**config.mk**
```make
export PLATFORM = sky130hd
export DESIGN_NAME = dsrf_regfile
export DESIGN_NICKNAME = d
export VERILOG_FILES = /design/src/inc/dsrf_pkg.sv /design/src/logic/dsrf_regfile.sv
export SDC_FILE = /design/constraint.sdc
export NUM_CORES = 1
export LEC_CHECK = 0
export ABC_AREA = 1
export ABC_CLOCK_PERIOD_IN_PS = 11300
export BUFFER_PORTS_ARGS = -buffer_cell sky130_fd_sc_hd__buf_2
export CAP_MARGIN = 40
export CELL_PAD_IN_SITES_DETAIL_PLACEMENT = 1
export CELL_PAD_IN_SITES_GLOBAL_PLACEMENT = 1
export CORE_AREA = 8 8 259 261
export CTS_BUF_LIST = sky130_fd_sc_hd__clkbuf_8
export DETAILED_ROUTE_END_ITERATION = 10
export DIE_AREA = 0 0 267 269
export GPL_TIMING_DRIVEN = 0
export HOLD_SLACK_MARGIN = 0.06
export PLACE_DENSITY = 0.73
export SLEW_MARGIN = 5
export SYNTH_ARGS = -nofsm -noshare
export SYNTH_HDL_FRONTEND = slang
export SYNTH_SLANG_ARGS = --single-unit
```
**constraint.sdc**
```tcl
create_clock -name mclk -period 11.3 [get_ports mclk]
set_input_delay 2.825 -clock mclk [delete_from_list [all_inputs] [get_ports mclk]]
set_output_delay 2.825 -clock mclk [all_outputs]
set_load 0.01 [all_outputs]
```
**src/inc/dsrf_pkg.sv**
```systemverilog
`default_nettype none
package dsrf_pkg;
    // Special register numbers, decimal as decoded by the move instructions
    localparam logic [9:0] SPR_IA_A   = 10'd144;
    localparam logic [9:0] SPR_IA_B   = 10'd145;
    localparam logic [9:0] SPR_IA_C   = 10'd146;
    localparam logic [9:0] SPR_IA_D   = 10'd147;
    localparam logic [9:0] SPR_ECAUSE = 10'd148;
    localparam logic [9:0] SPR_DEN    = 10'd149;
    localparam logic [9:0] SPR_CNT_1  = 10'd150;
    localparam logic [9:0] SPR_CNT_2  = 10'd151;
    localparam logic [9:0] SPR_LS_E   = 10'd152;
    localparam logic [9:0] SPR_LS_F   = 10'd153;
    localparam logic [9:0] SPR_DC_G   = 10'd154;
    localparam logic [9:0] SPR_DC_H   = 10'd155;
    localparam logic [9:0] SPR_LCTL_1 = 10'd156;
    localparam logic [9:0] SPR_LCTL_2 = 10'd157;
    localparam logic [9:0] SPR_FCTL   = 10'd158;
    localparam logic [9:0] SPR_BADDR  = 10'd159;
    localparam logic [9:0] SPR_DPDATA = 10'd630;
    // First index of the contiguous block 144..159
    localparam logic [9:0] SPR_BASE   = 10'd144;
    localparam int         NUM_BANK   = 16;
    // Register bank indices that need special treatment
    localparam logic [3:0] IDX_IA_LAST = 4'h3;
    localparam logic [3:0] IDX_ECAUSE  = 4'h4;
    localparam logic [3:0] IDX_FCTL    = 4'hE;
    // Reserved low-order bits 30:31 of the instruction address comparators
    localparam logic [31:0] IA_FIELD_MASK = 32'hFFFFFFFC;
    localparam logic [31:0] FCTL_RESET    = 32'h00000000;
    // Show cycle control sits in big-endian bits 30:31, i.e. [1:0]
    localparam int          SHOW_LSB      = 0;
    localparam logic [31:0] INDET_DATA    = 32'h00000000;
    // Instruction retirements until a new show cycle setting applies
    localparam logic [1:0]  SHOW_DELAY    = 2'h2;

    typedef struct packed {
        logic        rd;
        logic        wr;
        logic [9:0]  spr;
        logic [31:0] wdata;
    } dsrf_req_s;

    typedef struct packed {
        logic        prog_exc;
        logic        done;
        logic [31:0] rdata;
    } dsrf_rsp_s;
endpackage
`default_nettype wire

```
**src/logic/dsrf_regfile.sv**
```systemverilog
`timescale 1ns/100ps
`default_nettype none
module dsrf_regfile
    import dsrf_pkg::*;
(
    input  wire logic        mclk,
    input  wire logic        rst_n,
    input  wire dsrf_req_s   req,
    input  wire logic        priv_user,
    input  wire logic        dbg_enable,
    input  wire logic        in_debug,
    input  wire logic [31:0] cause_events,
    input  wire logic [31:0] devport_load,
    input  wire logic        devport_load_en,
    input  wire logic        instr_retire,
    output var  dsrf_rsp_s   rsp,
    output logic [31:0]      debug_enable_mask,
    output logic [31:0]      exception_cause,
    output logic [31:0]      fetch_bus_support_ctrl,
    output logic [1:0]       fetch_show_cycle_control
);

    logic [31:0] bank_q [NUM_BANK];
    logic [31:0] dpdata_q;
    logic [31:0] fctl_q;
    logic [31:0] ecause_q;
    logic [1:0]  show_q;
    logic [1:0]  show_pend_q;
    logic [1:0]  show_cnt_q;
    dsrf_rsp_s   rsp_q;

    // Decode: hit in the contiguous bank and its index
    function automatic logic in_bank(input logic [9:0] n);
        in_bank = (n >= SPR_BASE) && (n <= SPR_BADDR);
    endfunction

    function automatic logic [3:0] bank_idx(input logic [9:0] n);
        logic [9:0] d;
        d = n - SPR_BASE;
        bank_idx = d[3:0];
    endfunction

    logic       hit;
    logic       is_dp;
    logic [3:0] idx;
    logic       wr_ok;
    logic       rd_ok;
    logic       clr_ok;

    assign is_dp  = (req.spr == SPR_DPDATA);
    assign hit    = in_bank(req.spr) || is_dp;
    assign idx    = bank_idx(req.spr);
    // Writes only in supervisor state and when debug is off or entered
    assign wr_ok  = req.wr && hit && !priv_user && (!dbg_enable || in_debug);
    assign rd_ok  = req.rd && hit && !priv_user;
    assign clr_ok = rd_ok && !is_dp && idx == IDX_ECAUSE
                    && (!dbg_enable || in_debug);

    // Comparator and control bank; left uninitialised to save reset fan-out
    always_ff @(posedge mclk) begin
        if (wr_ok && !is_dp && idx != IDX_ECAUSE && idx != IDX_FCTL) begin
            if (idx <= IDX_IA_LAST)
                bank_q[idx] <= req.wdata & IA_FIELD_MASK;
            else
                bank_q[idx] <= req.wdata;
        end
    end

    // Fetch bus control and the cause register are the only bank registers with a reset value
    // Kept out of the bank so that the array has a single writing process
    always_ff @(posedge mclk) begin
        if (!rst_n)
            fctl_q <= FCTL_RESET;
        else if (wr_ok && !is_dp && idx == IDX_FCTL)
            fctl_q <= req.wdata;
    end

    // Cause register: events set bits, a set wins over a clear-on-read
    always_ff @(posedge mclk) begin
        if (!rst_n)
            ecause_q <= 32'h00000000;
        else if (clr_ok)
            ecause_q <= cause_events;
        else
            ecause_q <= ecause_q | cause_events;
    end

    // Port data: software writes only in debug mode, the port may load it
    always_ff @(posedge mclk) begin
        if (devport_load_en)
            dpdata_q <= devport_load;
        else if (wr_ok && is_dp && in_debug)
            dpdata_q <= req.wdata;
    end

    // Show cycle control lags the register by two retired instructions
    always_ff @(posedge mclk) begin
        if (!rst_n) begin
            show_q      <= 2'h0;
            show_pend_q <= 2'h0;
            show_cnt_q  <= 2'h0;
        end else if (wr_ok && !is_dp && idx == IDX_FCTL) begin
            show_pend_q <= req.wdata[SHOW_LSB +: 2];
            show_cnt_q  <= SHOW_DELAY;
        end else if (show_cnt_q != 2'h0 && instr_retire) begin
            show_cnt_q <= show_cnt_q - 2'h1;
            if (show_cnt_q == 2'h1)
                show_q <= show_pend_q;
        end
    end

    // Registered answer; one cycle after the request
    always_ff @(posedge mclk) begin
        if (!rst_n) begin
            rsp_q <= '0;
        end else begin
            rsp_q.prog_exc <= (req.rd || req.wr) && hit && priv_user;
            rsp_q.done     <= (req.rd || req.wr) && hit && !priv_user;
            if (!rd_ok)
                rsp_q.rdata <= 32'h00000000;
            else if (is_dp)
                rsp_q.rdata <= in_debug ? dpdata_q : INDET_DATA;
            else if (idx == IDX_ECAUSE)
                rsp_q.rdata <= ecause_q;
            else if (idx == IDX_FCTL)
                rsp_q.rdata <= fctl_q;
            else
                rsp_q.rdata <= bank_q[idx];
        end
    end

    // Mirror outputs of the steering registers
    always_ff @(posedge mclk) begin
        if (!rst_n) begin
            debug_enable_mask        <= 32'h00000000;
            exception_cause          <= 32'h00000000;
            fetch_bus_support_ctrl   <= 32'h00000000;
            fetch_show_cycle_control <= 2'h0;
        end else begin
            debug_enable_mask        <= (wr_ok && !is_dp && idx == bank_idx(SPR_DEN)) ? req.wdata
                                        : debug_enable_mask;
            exception_cause          <= ecause_q;
            fetch_bus_support_ctrl   <= fctl_q;
            fetch_show_cycle_control <= show_q;
        end
    end

    assign rsp = rsp_q;
endmodule
`default_nettype wire

```
**Yosys cells after proc, flatten, opt, wreduce, memory -nomap -nowiden**

Memories as Yosys holds them, arrays and structs flattened.
Index checks and enable logic that the tools add are counted.

- Output and inout port bits: 132
- Word-level logic and storage cells: 79
- Register bits after elaboration: 234
- Bits in writable memories: 512
- Memories kept: 1

- Order comparisons: 3
- Bitwise gates (word level): 4
- Muxes and demuxes: 16
- Add/sub/neg operators: 2
- Eq/ne operators: 7
- Reduce and logical (&&, ||, !) cells: 32

Memory list:

| name | depth | bits a word | read ports | clocked after Yosys merged registers in | write ports | line | text |
|---|---|---|---|---|---|---|---|
| bank_q | 16 | 32 | 1 | 0 | 1 | dsrf_regfile.sv:23 | `logic [31:0] bank_q [NUM_BANK];` |

Operators by type and width:

| operator | count |
|---|---|
| $mux W32 | 8 |
| $or A32 B32 Y32 | 1 |
| $logic_and A1 B1 Y1 | 20 |
| $eq A10 B10 Y1 const B | 1 |
| $ge A10 B8 Y1 const B | 1 |
| $le A10 B8 Y1 const B | 1 |
| $eq A4 B3 Y1 const B | 2 |
| $mux W1 | 6 |
| $reduce_bool A2 Y1 | 3 |
| $eq A4 B4 Y1 const B | 1 |
| $le A4 B2 Y1 const B | 1 |
| $mux W2 | 2 |
| $ne A4 B3 Y1 const B | 1 |
| $ne A4 B4 Y1 const B | 1 |
| $sub A4 B1 Y4 const B | 1 |
| $logic_not A1 Y1 | 3 |
| $logic_or A1 B1 Y1 | 3 |
| $reduce_and A3 Y1 | 1 |
| $eq A2 B1 Y1 const B | 1 |
| $not A1 Y1 | 2 |
| $reduce_and A2 Y1 | 1 |
| $reduce_or A2 Y1 | 1 |
| $sub A2 B1 Y2 const B | 1 |
| $or A1 B1 Y1 | 1 |

**Longest topological paths before layout**

Gate-level depths: netlist of the first run.

- Depth in word-level cells: 12
- Depth in mapped cells: 14

**Least setup slack after synthesis of the first run**

No wires, ideal clock.

- Path kind: input to register
- From: in req[39] (netlist bit)
- To: mem bank_q[6][0] (enable)
- Arrival: 5.872 ns
- Setup time: 0.461 ns
- Stages: 7
- Setup slack: 4.967 ns
- Data required time: 10.839 ns
- Path through: inv_1 or2_2 nor2_1 nand4_2 inv_1 nand3_1 nor3_1

- Longest elaborated chain between the ends: 12

Ends and longest elaborated chain:

| element | line | text |
|---|---|---|
| start: declaration | dsrf_regfile.sv:8 | `input wire dsrf_req_s req,` |
| $ge A10 B8 Y1 or $le A10 B8 Y1 (tied branches) | dsrf_regfile.sv:34 | `in_bank = (n >= SPR_BASE) && (n <= SPR_BADDR);` |
| $logic_and A1 B1 Y1 | dsrf_regfile.sv:34 |  |
| $logic_or A1 B1 Y1 | dsrf_regfile.sv:51 | `assign hit = in_bank(req.spr) \|\| is_dp;` |
| $logic_and A1 B1 Y1 (3 in series) | dsrf_regfile.sv:54 | `assign wr_ok = req.wr && hit && !priv_user && (!dbg_enable \|\| in_debug);` |
| $logic_and A1 B1 Y1 (*) (3 in series) | dsrf_regfile.sv:61 | `if (wr_ok && !is_dp && idx != IDX_ECAUSE && idx != IDX_FCTL) begin` |
| $mux W1 | dsrf_regfile.sv:61 |  |
| $mux W1, on equally long branches | dsrf_regfile.sv:63, dsrf_regfile.sv:65 |  |
| $or A1 B1 Y1 (no source line) (*) | - |  |
| end: declaration | dsrf_regfile.sv:23 |  |

Every way passes the cells marked *; elsewhere a longest branch is shown, timed or not.

**Final worst setup path of the first run**

- From: in req[35] (netlist bit)
- To: mem bank_q[6][16] (enable)

- Longest elaborated chain between the ends: 12

Ends and longest elaborated chain:

| element | line |
|---|---|
| $ge A10 B8 Y1 or $le A10 B8 Y1 (tied branches) | dsrf_regfile.sv:34 |
| $logic_and A1 B1 Y1 | dsrf_regfile.sv:34 |
| $logic_or A1 B1 Y1 | dsrf_regfile.sv:51 |
| $logic_and A1 B1 Y1 (3 in series) | dsrf_regfile.sv:54 |
| $logic_and A1 B1 Y1 (3 in series) | dsrf_regfile.sv:61 |
| $mux W1 | dsrf_regfile.sv:61 |
| $mux W1, on equally long branches | dsrf_regfile.sv:63, dsrf_regfile.sv:65 |
| $or A1 B1 Y1 (no source line) | - |

Several ways; a longest one is shown, not always the timed one.

==> flow_summary.toml, run 1 <==
[clock_network]
cts.path.max_buffers = 3
cts_setup_buffers = 0
cts_hold_buf = 0
clock_latency_ns = 0.73
cts-root-buf = "clkbuf_8"
clock-sinks = 712
post_cts_resized = 0
cts_tree = "done"
cts_buffers = 117
cts_max_level = 3
clk_pin_slew_ns = 0.06

[worst_hold_path]
hold_path.class = "reg -> reg"

[sta]
maxSlewHeadroom = 0.4259
rsz0062_at_grt = "no"
fin_crit_ns = 5.329
min_period_over_period = 0.4716
fin_setup_tns_ns = 0
clock-skew-final_ns = 0.02568
setup_viol = 0
final_hold_viol_count = 0
max_freq_mhz = 187.6
tightest_slew_ns = 0.8579
report.final.slew_viol_count = 0

[final_layout]
drive_above_1_share = 0.1567
num-nets-final = 3318
syn_to_final_growth_pct = 18.60
fillers = 7137
final_cell_mix = "nand2_1, edfxtp_1, buf_2"
final_common_cell = "nand2_1"

[setup_path]
worstPathArrival_ns = 5.74
end_kind = "flop"
critPathLaunchType = "input port"
cp_max_fo = 10
crit_type = "in -> reg"
critical_path_required_ns = 11.71

[global_route]
grt_max_degree = 25
antenna_found_initial = 3
grt_pass1_vias = 23050
grt_use_total = 0.2486
grt_overflow = 0
grt_pass1_wl_um = 135900

[synthesis]
synth_area_leader_cell = "edfxtp_1"
synth.top_cell.area_share = 0.5496
syn_area_per_cell_um2 = 10.03
ys_seq_area_frac = 0.6928
synth-edff-count = 512
synth_cell_types = 30
synth_area_leaders = "edfxtp_1, nand2_1, dfxtp_1, o21ai_0, inv_1"
ys_warn_count = 0
ys.flop_type = "edfxtp_1"
synthArstFlopShare = 0
synthCells = 2790
syn-cell-area_mm2 = 0.02797
ys_ff_latch = 712

[detailed_routing]
drtIter0Drc = 1466
wl_um = 90650
drt_pre_antenna_iters = 5
vias = 21500
vias_per_cell = 5.181
ant_nets = 0
drc = 0
routedWlPerCell_um = 21.84

[floorplan]
floorplan.initialDensity = 0.4459
die_y_um = 269
die_w_um = 267
fp.dieArea_mm2 = 0.07182
core_mm2 = 0.06274
io_pins = 247
rows = 92

[flow_run]
drv_cap = 0

[placement]
place_congestion = 0.8525
portBuffers = 243
dpl.hpwl_um = 66730

[power_and_ir_drop]
cellLeakagePower_nw = 14.62
power_density_mw_per_mm2 = 164.6
ir_drop_mv = 0.08014
finalPower_mw = 5.461

[status]
status = "finished, final reports clean"
-- cell usage after synthesis, types with 2 or more instances --
master,n
clkbuf_1,81
nor2_1,53
or2_2,14
nand4_1,4
inv_1,138
o21ai_1,6
nand2_1,1313
ha_1,2
a21oi_1,99
buf_2,52
a22o_1,32
buf_4,3
o21ai_0,177
nor2_2,3
nor3_1,3
nand3_1,69
edfxtp_1,512
buf_1,17
inv_2,2
dfxtp_1,200
-- through the flow --
| step | setup slack (ns) | area [um2] | std cells | util | hold WS [ns] |
|---|---|---|---|---|---|
| 2_1_floorplan | 4.967 | 28090 | 2821 | - | 0.4075 |
| 5_1_grt | 5.876 | 33170 | 4148 | 0.5287 | 0.4563 |
| 3_3_place_gp | 2.121 | 30360 | 3910 | 0.4840 | 0.4202 |
| 4_1_cts | 6.049 | 33170 | 4146 | 0.5287 | 0.4364 |
| 3_5_place_dp | 5.292 | 30810 | 3928 | 0.4910 | 0.4311 |
| 6_report | 5.971 | 33180 | 4150 | 0.5288 | 0.4416 |
-- metal layers --
metal	share of wire	up-vias	GRT usage	wire length [um]
met5	0.000099	-	0	9
met4	0.032	2	0.09469	2860
met3	0.064	178	0.04294	5775
met2	0.49	739	0.4366	44760
met1	0.41	10640	0.3053	37240
li1	-	9943	-	-
-- power breakdown --
| part | internal (mW) | total, mW | switching (mW) | leakage [nW] |
|---|---|---|---|---|
| sequential | 2.84 | 2.85 | 0.0141 | 6.22 |
| clock | 1.21 | 2.26 | 1.05 | 1.32 |
| combinational | 0.0920 | 0.349 | 0.257 | 7.08 |
| total | 4.14 | 5.46 | 1.32 | 14.6 |
-- path summary, 6_finish.rpt --
kind	cells past startpoint	to	startpoint	slack, ns
setup / recovery	9	bank_q[6][16]	req[35]	5.97
hold / removal	2	fetch_bus_support_ctrl[12]	fctl_q[12]	0.44
setup reg to reg	10	rsp[1]	bank_q[7][1]	9.58
hold reg to reg	2	fetch_bus_support_ctrl[12]	fctl_q[12]	0.44
-- registers in the layout, summed over array words and instances (netlist names) --
register                  cells
debug_enable_mask            32
show_cnt_q                    2
exception_cause              32
show_q                        2
rsp                          34
bank_q                      480
dpdata_q                     32
fetch_bus_support_ctrl       32
fetch_show_cycle_control      2
fctl_q                       32
ecause_q                     32
-- kinds of logic (layout without fill, tap and decap cells) --
group           count (synthesis)  after routing  synth area share
compound gates                316            316           0.06110
fa+ha+maj                       2              2         0.0008944
buf+inv                       295            774           0.04258
flops                         712            712            0.6928
other cells                     1             36         0.0001341
simple gates                 1464           1464            0.2025
-- critical path: stages --
cell and delay [ns]:
buf_2 0.14, nand2_1 0.08, clkinv_1 0.32, nand3_1 0.41, clkbuf_1 0.39, nand3_1 0.27, nor3_2 0.70, buf_4 0.34
buf_4 0.24
-- layout make-up --
type / instances / area, um2 / area share
diodes: 4 / 10.01 / 0.0003017
plain buffers: 154 / 661.9 / 0.01995
clock buffers: 140 / 1927 / 0.05808
clock inverters: 78 / 432.9 / 0.01305
inverters: 141 / 529.3 / 0.01595
multi-input cells: 1814 / 7607 / 0.2293
flip-flops and latches: 712 / 19380 / 0.5841
well taps: 846 / 1059 / 0.03191
repair buffers: 261 / 1570 / 0.04733
Power figures use the tool's default switching activity.
==> run 2: changes to the inputs <==
==> config.mk (replaced) <==
export PLATFORM = sky130hd
export DESIGN_NAME = dsrf_regfile
export DESIGN_NICKNAME = d
export VERILOG_FILES = /design/src/inc/dsrf_pkg.sv /design/src/logic/dsrf_regfile.sv
export SDC_FILE = /design/constraint.sdc
export NUM_CORES = 1
export LEC_CHECK = 0
export ABC_AREA = 0
export ABC_CLOCK_PERIOD_IN_PS = 5300
export BUFFER_PORTS_ARGS = -buffer_cell sky130_fd_sc_hd__buf_2
export CAP_MARGIN = 40
export CELL_PAD_IN_SITES_DETAIL_PLACEMENT = 1
export CELL_PAD_IN_SITES_GLOBAL_PLACEMENT = 1
export CORE_AREA = 8 8 253 255
export CTS_BUF_LIST = sky130_fd_sc_hd__clkbuf_8
export DETAILED_ROUTE_END_ITERATION = 10
export DIE_AREA = 0 0 261 263
export GPL_TIMING_DRIVEN = 0
export HOLD_SLACK_MARGIN = 0.06
export PLACE_DENSITY = 0.69
export SLEW_MARGIN = 5
export SYNTH_ARGS = -nofsm -noshare
export SYNTH_HDL_FRONTEND = slang
export SYNTH_SLANG_ARGS = --single-unit
==> constraint.sdc (replaced) <==
create_clock -name mclk -period 5.3 [get_ports mclk]
set_input_delay 1.325 -clock mclk [delete_from_list [all_inputs] [get_ports mclk]]
set_output_delay 1.325 -clock mclk [all_outputs]
set_load 0.01 [all_outputs]
==> run 2 against run 1 <==
Final cell count shrank 28%. Synthesized area fell by 4.3%. Total power rose by 100%. Core utilization rose by 0.42 points. Clock power up 95%. Sequential power rose by 110%. Routed wire length shrank 3.7%. Sequential share of layout area increased by 2.3 points.
==> flow_summary.toml, run 2 <==
[sta]
max_freq_mhz = 214.5
clock-skew-final_ns = 0.04083
rsz0062_at_grt = "no"
min_period_over_period = 0.8796
maxSlewHeadroom = 0.3385
tightest_slew_ns = 0.9913
fin_crit_ns = 4.662
final_hold_viol_count = 0
holdWs_ns = 0.4580
setup_viol = 0
fin_setup_tns_ns = 0
report.final.slew_viol_count = 0

[setup_path]
end_kind = "flop"
worstPathArrival_ns = 5.07
cp_slowest_cell = "buf_1"
critical_path_required_ns = 5.71
critPathLaunchType = "input port"
cp_max_fo = 17
crit_type = "in -> reg"
path_common_cell = "clkbuf_1"
path_cells = "clkbuf_1 > buf_1 > buf_2 > clkbuf_1 > nand2b_1 > nor2_4 > buf_16"
critPathMaxStageDelay_ns = 0.75

[synthesis]
synth_area_leader_cell = "edfxtp_1"
synth.top_cell.area_share = 0.5744
synth_cell_types = 51
ys_ff_latch = 712
synthCells = 1680
synth_most_common_cell = "edfxtp_1"
syn-cell-area_mm2 = 0.02677
ys.flop_type = "edfxtp_1"
synth_common_cells = "edfxtp_1, dfxtp_1, a21oi_1, nand2_1, mux4_2"
ys_warn_count = 0
syn_area_per_cell_um2 = 15.93
synthArstFlopShare = 0
ys_seq_area_frac = 0.7239
synth_area_leaders = "edfxtp_1, dfxtp_1, mux4_2, mux2_2, a21oi_1"
synth-edff-count = 512

[floorplan]
die_w_um = 261
rows = 90
core_mm2 = 0.05991
floorplan.initialDensity = 0.4468
io_pins = 247
die_y_um = 263
fp.dieArea_mm2 = 0.06864

[clock_network]
cts-root-buf = "clkbuf_8"
cts_max_level = 3
cts.path.max_buffers = 3
cts_hold_buf = 0
clock-sinks = 712
cts_tree = "done"
cts_buffers = 112
clk_pin_slew_ns = 0.06
post_cts_resized = 0
cts_setup_buffers = 0
clock_latency_ns = 0.74

[placement]
dpl.hpwl_um = 61410
portBuffers = 242
place_congestion = 0.8297

[detailed_routing]
vias = 17390
ant_nets = 0
drt_pre_antenna_iters = 5
wl_um = 87320
routedWlPerCell_um = 29.21
drtIter0Drc = 1782
drc = 0
vias_per_cell = 5.818

[final_layout]
largest_reg_flops = 480
syn_to_final_growth_pct = 19.30
final_common_cell = "edfxtp_1"
final_cell_mix = "edfxtp_1, buf_2, dfxtp_1"
utilization = 0.5330
num-nets-final = 2226
drive_above_1_share = 0.2844
largest-register = "bank_q"

[power_and_ir_drop]
comb_power_share = 0.058
swShare = 0.2337
cellLeakagePower_nw = 11.40
power_frac_clock = 0.396
seqPwrFrac = 0.546
power_density_mw_per_mm2 = 348.7
p_int_mw = 8.532
ir_drop_mv = 0.1894
switchingPower_mw = 2.603
finalPower_mw = 11.13

[global_route]
antenna_found_initial = 5
grt_overflow = 0
grt_pass1_vias = 18200
grt_pass1_wl_um = 124700
grt_max_degree = 24
grt_use_total = 0.2503

[worst_hold_path]
hold_path.class = "reg -> reg"

[status]
status = "finished, final reports clean"

[flow_run]
drv_cap = 0
-- run 2: cell types whose count changed in the layout (fill, tap and decap cells not counted), moves of 64 or more --
cell / delta
and2_1: +68
inv_1: -114
nand2_1: -1198
o21ai_0: -143
mux4_2: +83
mux2_2: +64
-- run 2: logic make-up after synthesis --
| group | after synthesis | share of synthesized area |
|---|---|---|
| adders and majority gates | 2 | 0.0009347 |
| other | 1 | 0.0001401 |
| and+or+nand+nor | 316 | 0.06039 |
| DFF | 712 | 0.7239 |
| xor gates and xnor gates | 1 | 0.0003273 |
| buffers and inverters | 127 | 0.02057 |
| muxes | 175 | 0.1076 |
| AOI/OAI and AO/OA | 346 | 0.08610 |
-- run 2: through the flow --
step	instance area, um2	std cells	setup WS, ns
after floorplan	26890	1711	0.1502
after global placement	29080	2735	-3.481
after detailed placement	29790	2776	-0.06457
after CTS	31920	2986	0.6907
after global routing	31930	2988	0.5838
final	31930	2989	0.6379
-- run 2: worst max-delay path, delay by kind of cell --
kind	cells	cell delay, ns
buffers and inverters	5	2.54
and+or+nand+nor	2	1.15
-- run 2: path summary, 6_finish.rpt --
path | from | endpoint | slack, ns | cells past startpoint
setup / recovery | req[35] | bank_q[11][21] | 0.64 | 7
hold / removal | debug_enable_mask[0] | debug_enable_mask[0] | 0.46 | 2
setup reg to reg | bank_q[10][21] | rsp[21] | 3.56 | 4
hold reg to reg | debug_enable_mask[0] | debug_enable_mask[0] | 0.46 | 2
-- run 2: cell type report --
type | instances | area (um2)
Tap cell | 782 | 978.4
Multi-Input combinational cell | 872 | 7058
Sequential cell | 712 | 19380
Antenna cell | 2 | 5.005
Buffer | 122 | 531.8
Inverter | 5 | 18.77
Fill cell | 5892 | 27970
Clock buffer | 129 | 1775
Timing Repair Buffer | 284 | 1837
Clock inverter | 81 | 350.3
-- run 2: power by group through the flow --
| stage | sequential, mW | combinational, mW | clock, mW |
|---|---|---|---|
| after global placement | 6.19 | 0.605 | 0 |
| after floorplan | 6.18 | 0.327 | 0 |
| after detailed placement | 6.19 | 0.641 | 0 |
| final | 6.07 | 0.647 | 4.41 |
| after CTS | 6.08 | 0.644 | 4.46 |
| after global routing | 6.08 | 0.685 | 4.70 |
-- run 2: layer usage --
| layer | wire length, um | global-route usage |
|---|---|---|
| met5 | 0 | 0 |
| met4 | 2743 | 0.09249 |
| met1 | 35980 | 0.3378 |
| met2 | 40870 | 0.3933 |
| met3 | 7731 | 0.05807 |
